==> config.mk <==
export PLATFORM = sky130hd
export DESIGN_NAME = rbd_decoder
export DESIGN_NICKNAME = d
export VERILOG_FILES = /design/src/logic/rbd_pkg.sv /design/src/logic/rbd_decoder.sv
export SDC_FILE = /design/constraint.sdc
export NUM_CORES = 1
export LEC_CHECK = 0
export BUFFER_PORTS_ARGS = -buffer_cell sky130_fd_sc_hd__buf_2
export CORE_UTILIZATION = 44
export CTS_CLUSTER_SIZE = 20
export DETAILED_ROUTE_END_ITERATION = 7
export PLACE_DENSITY = 0.81
export SLEW_MARGIN = 20
export SYNTH_ARGS = -nofsm -noshare
export SYNTH_HDL_FRONTEND = slang
export SYNTH_SLANG_ARGS = --single-unit
==> constraint.sdc <==
create_clock -name clk_sys -period 1.5 [get_ports clk_sys]
set_clock_uncertainty 0.15 [all_clocks]
set_input_delay 0.15 -clock clk_sys [delete_from_list [all_inputs] [get_ports clk_sys]]
set_output_delay 0.15 -clock clk_sys [all_outputs]
set_load 0.01 [all_outputs]
==> src/logic/rbd_pkg.sv <==
// rbd_pkg: constants for the robot board address decoder.
// assumes a 16-bit multiplexed-address processor bus sampled on clk_sys.
package rbd_pkg;
    localparam int          ADDR_W          = 16;
    localparam int          DATA_W          = 8;
    localparam int          RAM_ADDR_W      = 15;
    localparam int          SEL_W           = 3;
    localparam int          NUM_SEL         = 8;
    // address bit positions
    localparam int          BIT_RAM         = 15;
    localparam int          BIT_PORT        = 14;
    localparam int          BIT_SEL_HI      = 13;
    localparam int          BIT_SEL_LO      = 12;
    // port block bases (upper nibble), input port and motor latch share 0x7000
    localparam logic [15:0] PORT_BASE_0     = 16'h4000;
    localparam logic [15:0] PORT_BASE_1     = 16'h5000;
    localparam logic [15:0] PORT_BASE_2     = 16'h6000;
    localparam logic [15:0] PORT_BASE_3     = 16'h7000;
    localparam logic [15:0] INPUT_PORT_OFF  = 16'h7000;
    localparam logic [15:0] MOTOR_LATCH_OFF = 16'h7000;
    localparam logic [15:0] RAM_BASE        = 16'h8000;
    // decoder output indices
    localparam logic [2:0]  SEL_EXPANSION   = 3'h0;
    localparam logic [2:0]  SEL_MOTOR       = 3'h6;
    localparam logic [2:0]  SEL_INPUT       = 3'h7;
    // latch contents after reset
    localparam logic [7:0]  LATCH_RESET     = 8'h00;
    localparam logic [7:0]  LOW_ADDR_RESET  = 8'h00;
    localparam logic [7:0]  RD_DATA_RESET   = 8'h00;
    // input byte layout
    localparam int          BUTTON_LSB      = 0;
    localparam int          HEADER_LSB      = 2;
    localparam int          HEADER_W        = 6;
endpackage

==> src/logic/rbd_decoder.sv <==
// rbd_decoder: ram select, 3-to-8 port decoder, input port and output latches.
// assumes a processor bus far slower than clk_sys: every bus pin passes two
// flip-flops, so selects follow the pins two clocks late, and the processor
// must hold address and data steady for several clocks of each phase.
// outputs: selects combinational, latches and read data registered.
// Overview of operation
// ram select needs a15 high and e high
// ram chip enable is active low
// low fifteen address bits address ram
// port decode needs a15 low, a14 high, e
// select value is a13, a12, rw
// rw high reads, low writes
// read in 0x7000 block selects input port
// address bits 0 to 11 ignored
// write in 0x7000 block selects motor latch
// motor latch captures data on select
// select 0 clocks expansion latch; 1-5 spare
// port blocks at 0x4000 through 0x7000
// input select enables all eight bits
// buttons low two bits, header upper six
// unconnected inputs read as one
// latches hold until next selecting write
// processor latches low address before data
`timescale 1ns/10ps
module rbd_decoder #(
    parameter int ADDR_W = rbd_pkg::ADDR_W,
    parameter int DATA_W = rbd_pkg::DATA_W
) (
    input  wire logic                   clk_sys,
    input  wire logic                   rst_b,
    input  wire logic [ADDR_W-9:0]      addr_high,
    input  wire logic [7:0]             addr_data_in,
    output logic      [7:0]             addr_data_out,
    output logic      [7:0]             addr_data_oe,
    input  wire logic                   addr_strobe,
    input  wire logic                   e_clock,
    input  wire logic                   read_write,
    input  wire logic [1:0]             buttons_in,
    input  wire logic [5:0]             header_in,
    input  wire logic [5:0]             header_connected,
    output logic                        ram_ce_b,
    output logic      [14:0]            ram_addr,
    output logic      [7:0]             port_select,
    output logic                        input_port_select,
    output logic                        motor_latch_select,
    output logic                        expansion_latch_select,
    output logic      [DATA_W-1:0]      motor_control_latch,
    output logic      [DATA_W-1:0]      expansion_latch
);
    // two-stage synchronisers on all pin inputs
    logic [7:0]        ad_s1_reg;
    logic [7:0]        ad_s2_reg;
    logic [ADDR_W-9:0] ah_s1_reg;
    logic [ADDR_W-9:0] ah_s2_reg;
    logic [2:0]        ctl_s1_reg;
    logic [2:0]        ctl_s2_reg;
    logic [7:0]        in_s1_reg;
    logic [7:0]        in_s2_reg;
    logic [5:0]        con_s1_reg;
    logic [5:0]        con_s2_reg;

    // low address capture
    logic [7:0]        low_addr_reg;
    logic [7:0]        low_addr_next;
    logic              as_prev_reg;
    logic              as_prev_next;

    // output latches and select history for edge detection
    logic [DATA_W-1:0] motor_reg;
    logic [DATA_W-1:0] motor_next;
    logic [DATA_W-1:0] exp_reg;
    logic [DATA_W-1:0] exp_next;
    logic              sel_prev_motor_reg;
    logic              sel_prev_motor_next;
    logic              sel_prev_exp_reg;
    logic              sel_prev_exp_next;

    // input port read path
    logic [7:0]        rd_data_reg;
    logic [7:0]        rd_data_next;
    logic              rd_oe_reg;
    logic              rd_oe_next;

    // decode terms
    logic [ADDR_W-1:0] full_addr;
    logic              strobe_s;
    logic              e_s;
    logic              rw_s;
    logic              strobe_fall;
    logic              ram_sel;
    logic              port_en;
    logic [2:0]        sel_code;
    logic [7:0]        sel_vec;
    logic              motor_rise;
    logic              exp_rise;
    logic [5:0]        header_eff;
    logic [7:0]        input_byte;

    // upper half of the map belongs to ram; used by both ram and port gating
    function automatic logic in_ram_half(
        input logic [ADDR_W-1:0] addr
    );
        return addr[rbd_pkg::BIT_RAM];
    endfunction

    // one compare shared by all eight decoder outputs
    function automatic logic sel_match(
        input logic       enable,
        input logic [2:0] code,
        input logic [2:0] index
    );
        return enable && (code == index);
    endfunction

    // pin synchronisers: only the second stage is read by logic
    // multi-bit words are safe only because the processor holds them steady
    always_ff @(posedge clk_sys)
    begin
        ad_s1_reg <= addr_data_in;
        ad_s2_reg <= ad_s1_reg;
    end

    always_ff @(posedge clk_sys)
    begin
        ah_s1_reg <= addr_high;
        ah_s2_reg <= ah_s1_reg;
    end

    always_ff @(posedge clk_sys)
    begin
        ctl_s1_reg <= {addr_strobe, e_clock, read_write};
        ctl_s2_reg <= ctl_s1_reg;
    end

    always_ff @(posedge clk_sys)
    begin
        in_s1_reg <= {header_in, buttons_in};
        in_s2_reg <= in_s1_reg;
    end

    always_ff @(posedge clk_sys)
    begin
        con_s1_reg <= header_connected;
        con_s2_reg <= con_s1_reg;
    end

    assign strobe_s = ctl_s2_reg[2];
    assign e_s      = ctl_s2_reg[1];
    assign rw_s     = ctl_s2_reg[0];

    // low address taken on falling strobe, before data phase; as_prev resets low
    // to match the idle strobe, so no false edge follows reset
    assign strobe_fall = as_prev_reg && !strobe_s;

    always_comb
    begin
        low_addr_next = low_addr_reg;
        as_prev_next  = strobe_s;
        if (strobe_fall)
        begin
            low_addr_next = ad_s2_reg;
        end
    end

    always_ff @(posedge clk_sys)
    begin
        if (!rst_b)
        begin
            low_addr_reg <= rbd_pkg::LOW_ADDR_RESET;
            as_prev_reg  <= 1'b0;
        end
        else
        begin
            low_addr_reg <= low_addr_next;
            as_prev_reg  <= as_prev_next;
        end
    end

    assign full_addr = {ah_s2_reg, low_addr_reg};

    // a15 gating keeps ram and ports mutually exclusive against bus contention
    assign ram_sel  = in_ram_half(full_addr) && e_s;
    assign port_en  = !in_ram_half(full_addr) && full_addr[rbd_pkg::BIT_PORT] && e_s;
    assign sel_code = {full_addr[rbd_pkg::BIT_SEL_HI], full_addr[rbd_pkg::BIT_SEL_LO], rw_s};

    genvar gi;
    generate
        for (gi = 0; gi < rbd_pkg::NUM_SEL; gi++)
        begin : g_sel
            assign sel_vec[gi] = sel_match(port_en, sel_code, 3'(gi));
        end
    endgenerate

    // selects lag the pins by the two synchroniser stages
    assign port_select            = sel_vec;
    assign input_port_select      = sel_vec[rbd_pkg::SEL_INPUT];
    assign motor_latch_select     = sel_vec[rbd_pkg::SEL_MOTOR];
    assign expansion_latch_select = sel_vec[rbd_pkg::SEL_EXPANSION];
    assign ram_ce_b               = !ram_sel;
    assign ram_addr               = full_addr[14:0];

    // a header line with nothing plugged in floats to its pull-up level
    genvar gh;
    generate
        for (gh = 0; gh < rbd_pkg::HEADER_W; gh++)
        begin : g_pull
            assign header_eff[gh] = con_s2_reg[gh] ? in_s2_reg[rbd_pkg::HEADER_LSB + gh] : 1'b1;
        end
    endgenerate

    always_comb
    begin
        input_byte = 8'hff;
        input_byte[rbd_pkg::BUTTON_LSB +: 2] = in_s2_reg[1:0];
        input_byte[rbd_pkg::HEADER_LSB +: rbd_pkg::HEADER_W] = header_eff;
    end

    // latches capture on rising select; reads leave them alone
    assign motor_rise = sel_vec[rbd_pkg::SEL_MOTOR] && !sel_prev_motor_reg;
    assign exp_rise   = sel_vec[rbd_pkg::SEL_EXPANSION] && !sel_prev_exp_reg;

    always_comb
    begin
        motor_next          = motor_reg;
        sel_prev_motor_next = sel_vec[rbd_pkg::SEL_MOTOR];
        if (motor_rise)
        begin
            motor_next = ad_s2_reg[DATA_W-1:0];
        end
    end

    // one capture per select pulse; a long e phase cannot reload the latch
    always_ff @(posedge clk_sys)
    begin
        if (!rst_b)
        begin
            motor_reg          <= rbd_pkg::LATCH_RESET;
            sel_prev_motor_reg <= 1'b0;
        end
        else
        begin
            motor_reg          <= motor_next;
            sel_prev_motor_reg <= sel_prev_motor_next;
        end
    end

    // the expansion latch follows the same one-capture scheme
    always_comb
    begin
        exp_next          = exp_reg;
        sel_prev_exp_next = sel_vec[rbd_pkg::SEL_EXPANSION];
        if (exp_rise)
        begin
            exp_next = ad_s2_reg[DATA_W-1:0];
        end
    end

    always_ff @(posedge clk_sys)
    begin
        if (!rst_b)
        begin
            exp_reg          <= rbd_pkg::LATCH_RESET;
            sel_prev_exp_reg <= 1'b0;
        end
        else
        begin
            exp_reg          <= exp_next;
            sel_prev_exp_reg <= sel_prev_exp_next;
        end
    end

    // all eight bits driven together while input select is active
    always_comb
    begin
        rd_data_next = rd_data_reg;
        rd_oe_next   = 1'b0;
        if (sel_vec[rbd_pkg::SEL_INPUT])
        begin
            rd_data_next = input_byte;
            rd_oe_next   = 1'b1;
        end
    end

    // bus released one clock after the select drops, never earlier
    always_ff @(posedge clk_sys)
    begin
        if (!rst_b)
        begin
            rd_data_reg <= rbd_pkg::RD_DATA_RESET;
            rd_oe_reg   <= 1'b0;
        end
        else
        begin
            rd_data_reg <= rd_data_next;
            rd_oe_reg   <= rd_oe_next;
        end
    end

    // registered outputs
    assign motor_control_latch = motor_reg;
    assign expansion_latch     = exp_reg;
    assign addr_data_out       = rd_data_reg;
    assign addr_data_oe        = {8{rd_oe_reg}};

endmodule // rbd_decoder

==> results.cfg <==
[run_status]
status = finished with violations
violations = setup timing

[setup_path]
endpoint_kind = primary output
r2r_end = expansion_latch[7]
arrival_ns = 1.36
critPathLaunch = ah_s2_reg[7]
r2r_slack_ns = -0.08
crit_type = register to primary output
worst_ep_required_time_ns = 1.20
r2r-start = ah_s2_reg[7]
critPathLaunchType = register
critPathMaxFanout = 4
ff2ff_path_depth = 3
worstSetupEndpoint = port_select[0]

[route]
drt-pass1-iter-count = 2
wire_per_inst_um = 11.6
drc = 0
drtAntennaViolNets = 0
vias = 1920
wirelength_mm = 5.14
viasPerCell = 4.34
drt_iter0_drc = 62

[synthesis]
synthTopCellsByArea = dfxtp_1 (70%), mux2i_1 (11%), buf_4 (4.6%)
syn_avg_cell_area_um2 = 12.3
async_flop_share = 0
syn_area_um2 = 2910
synth-seq-area-share = 0.701
synth_edf_count = 0
syn_inst = 237
ys_ff_latch = 102
yosys.area.top_type = dfxtp_1
synthDistinctLibCells = 20
synthTopCellsByCount = dfxtp_1 (102), nand2_1 (36), mux2i_1 (32)
yosysWarnings = 0
synth_fp_nets = 272
yosysTopAreaCellShare = 0.701
yosysMostFrequentCell = dfxtp_1
synthFlopType = dfxtp_1

[global_route]
grt_max_degree = 53
antenna_found_initial = 0
grt_pass1_wl_mm = 8.36
grt_pass1_vias = 1939
grt-ovfl-total = 0
grtUsageTotal = 0.154

[sta]
setup_viol = 27
fmaxAchievable_ghz = 0.604
drv_slew = 0
timing.slew.headroom = 0.863
period_share = 1.10
period_minus_slack_ns = 1.66
finalWorstSetupSlack_ns = -0.157
finalHoldViolations = 0
tightest_slew_ns = 0.205
rsz0062_at_grt = yes
hold_ws_ns = 0.108

[finish]
diodes = 0
final_layout_size_suffix_gt1_frac = 0.378
syn_to_final_growth_pct = 39.3
finalNonFillerCells = 442
layout.nets = 395
fin_util = 0.636

[placed_design]
io_buffers = 93
dp_cells = 389
gp_congestion = 0.659
place_ws_ns = -0.0462
dp_hpwl_mm = 3.23

[power_and_ir_drop]
leakage_nw = 2.03
irDropWorstVdd_mv = 0.792
p_total_w = 0.00477
powerDensity_nw_per_um2 = 1170

[floorplan]
die_area_um2 = 6950
die_h_um = 83.4
core-area_um2 = 6390
start_util = 0.456
ios = 94
dieWidth_um = 83.4
rows = 29

[clock_tree]
htree_levels = 3
cts_made_buffers = 9
clk_latency_ns = 0.35
clk_path_buf_depth = 2
clock_sinks = 102
cts_tree = yes
clk_pin_slew_worst_paths_ns = 0.10
cts_root_buf = clkbuf_8

[hold_path]
hp-class = primary input to register
hp-start = rst_b

[job]
drv_cap = 0
## worst min-delay path by stage
stage / depth (start not counted) / slack [ns] / end
floorplan: 0 / 0.03 / ad_s1_reg[0]
global placement: 1 / 0.10 / in_s1_reg[3]
detailed placement: 1 / 0.10 / in_s1_reg[4]
CTS: 4 / 0.11 / addr_data_out[0]
global route: 3 / 0.13 / low_addr_reg[4]
finish: 4 / 0.11 / addr_data_out[0]
## worst max-delay path, stage by stage, from the launching register on
cell	delay (ns)
dfxtp_2	0.34
nand4bb_4	0.22
buf_6	0.15
nor3_4	0.14
buf_2	0.16
## per-layer routing
| layer | up-vias | share of wire | global-route usage |
|---|---|---|---|
| li1 | 983 | - | - |
| met1 | 866 | 0.43 | 0.167 |
| met2 | 63 | 0.50 | 0.276 |
| met3 | 8 | 0.056 | 0.0398 |
| met4 | 0 | 0.012 | 0.0752 |
| met5 | - | 0 | 0 |
## power breakdown
part           switching [W]  internal, W
sequential         0.0000390      0.00282
clock               0.000923     0.000726
combinational       0.000105     0.000159
## cell usage in the layout (no fill, tap or decap), types with 2 or more instances in the layout
cell / instances
dfxtp_1: 96
buf_2: 91
nand2_1: 36
dlygate4sd3_1: 33
mux2i_1: 32
clkbuf_8: 9
nor2b_1: 8
buf_6: 7
buf_4: 7
inv_1: 6
o21ai_0: 6
and2_1: 4
dfxtp_2: 4
inv_6: 4
nand2b_1: 2
nor2_1: 2
dfxtp_4: 2
buf_12: 2
## stage by stage
step,TNS (ns),area [um2]
floorplan,-0.0713,2950
global placement,-0.322,3420
detailed placement,-0.543,3420
CTS,-2.05,4050
global route,-4.02,4060
finish,-2.25,4060
## cell type report
| type | count | area [um2] |
|---|---|---|
| timing repair buffer | 140 | 957 |
| clock inverter | 6 | 47.5 |
| tap | 77 | 96.3 |
| inverter | 7 | 26.3 |
| multi-input combinational | 100 | 728 |
| sequential | 102 | 2050 |
| clock buffer | 10 | 149 |
| fill | 503 | 2330 |
## repair_timing
action,CTS,global route
hold buffers,33,0
endpoints found under the hold margin,33,0
pin swaps,5,2
buffers inserted,4,1
gates resized for setup,16,5
endpoints found under the setup margin,27,31
## cell families after synthesis
family / Yosys count / synth area share
AO/OA/AOI/OAI: 6 / 0.0103
buffers and inverters: 35 / 0.0691
flip-flops: 102 / 0.701
multiplexers: 32 / 0.110
AND/OR/NAND/NOR: 62 / 0.110
Note: power is estimated with default switching activity, not from simulation.
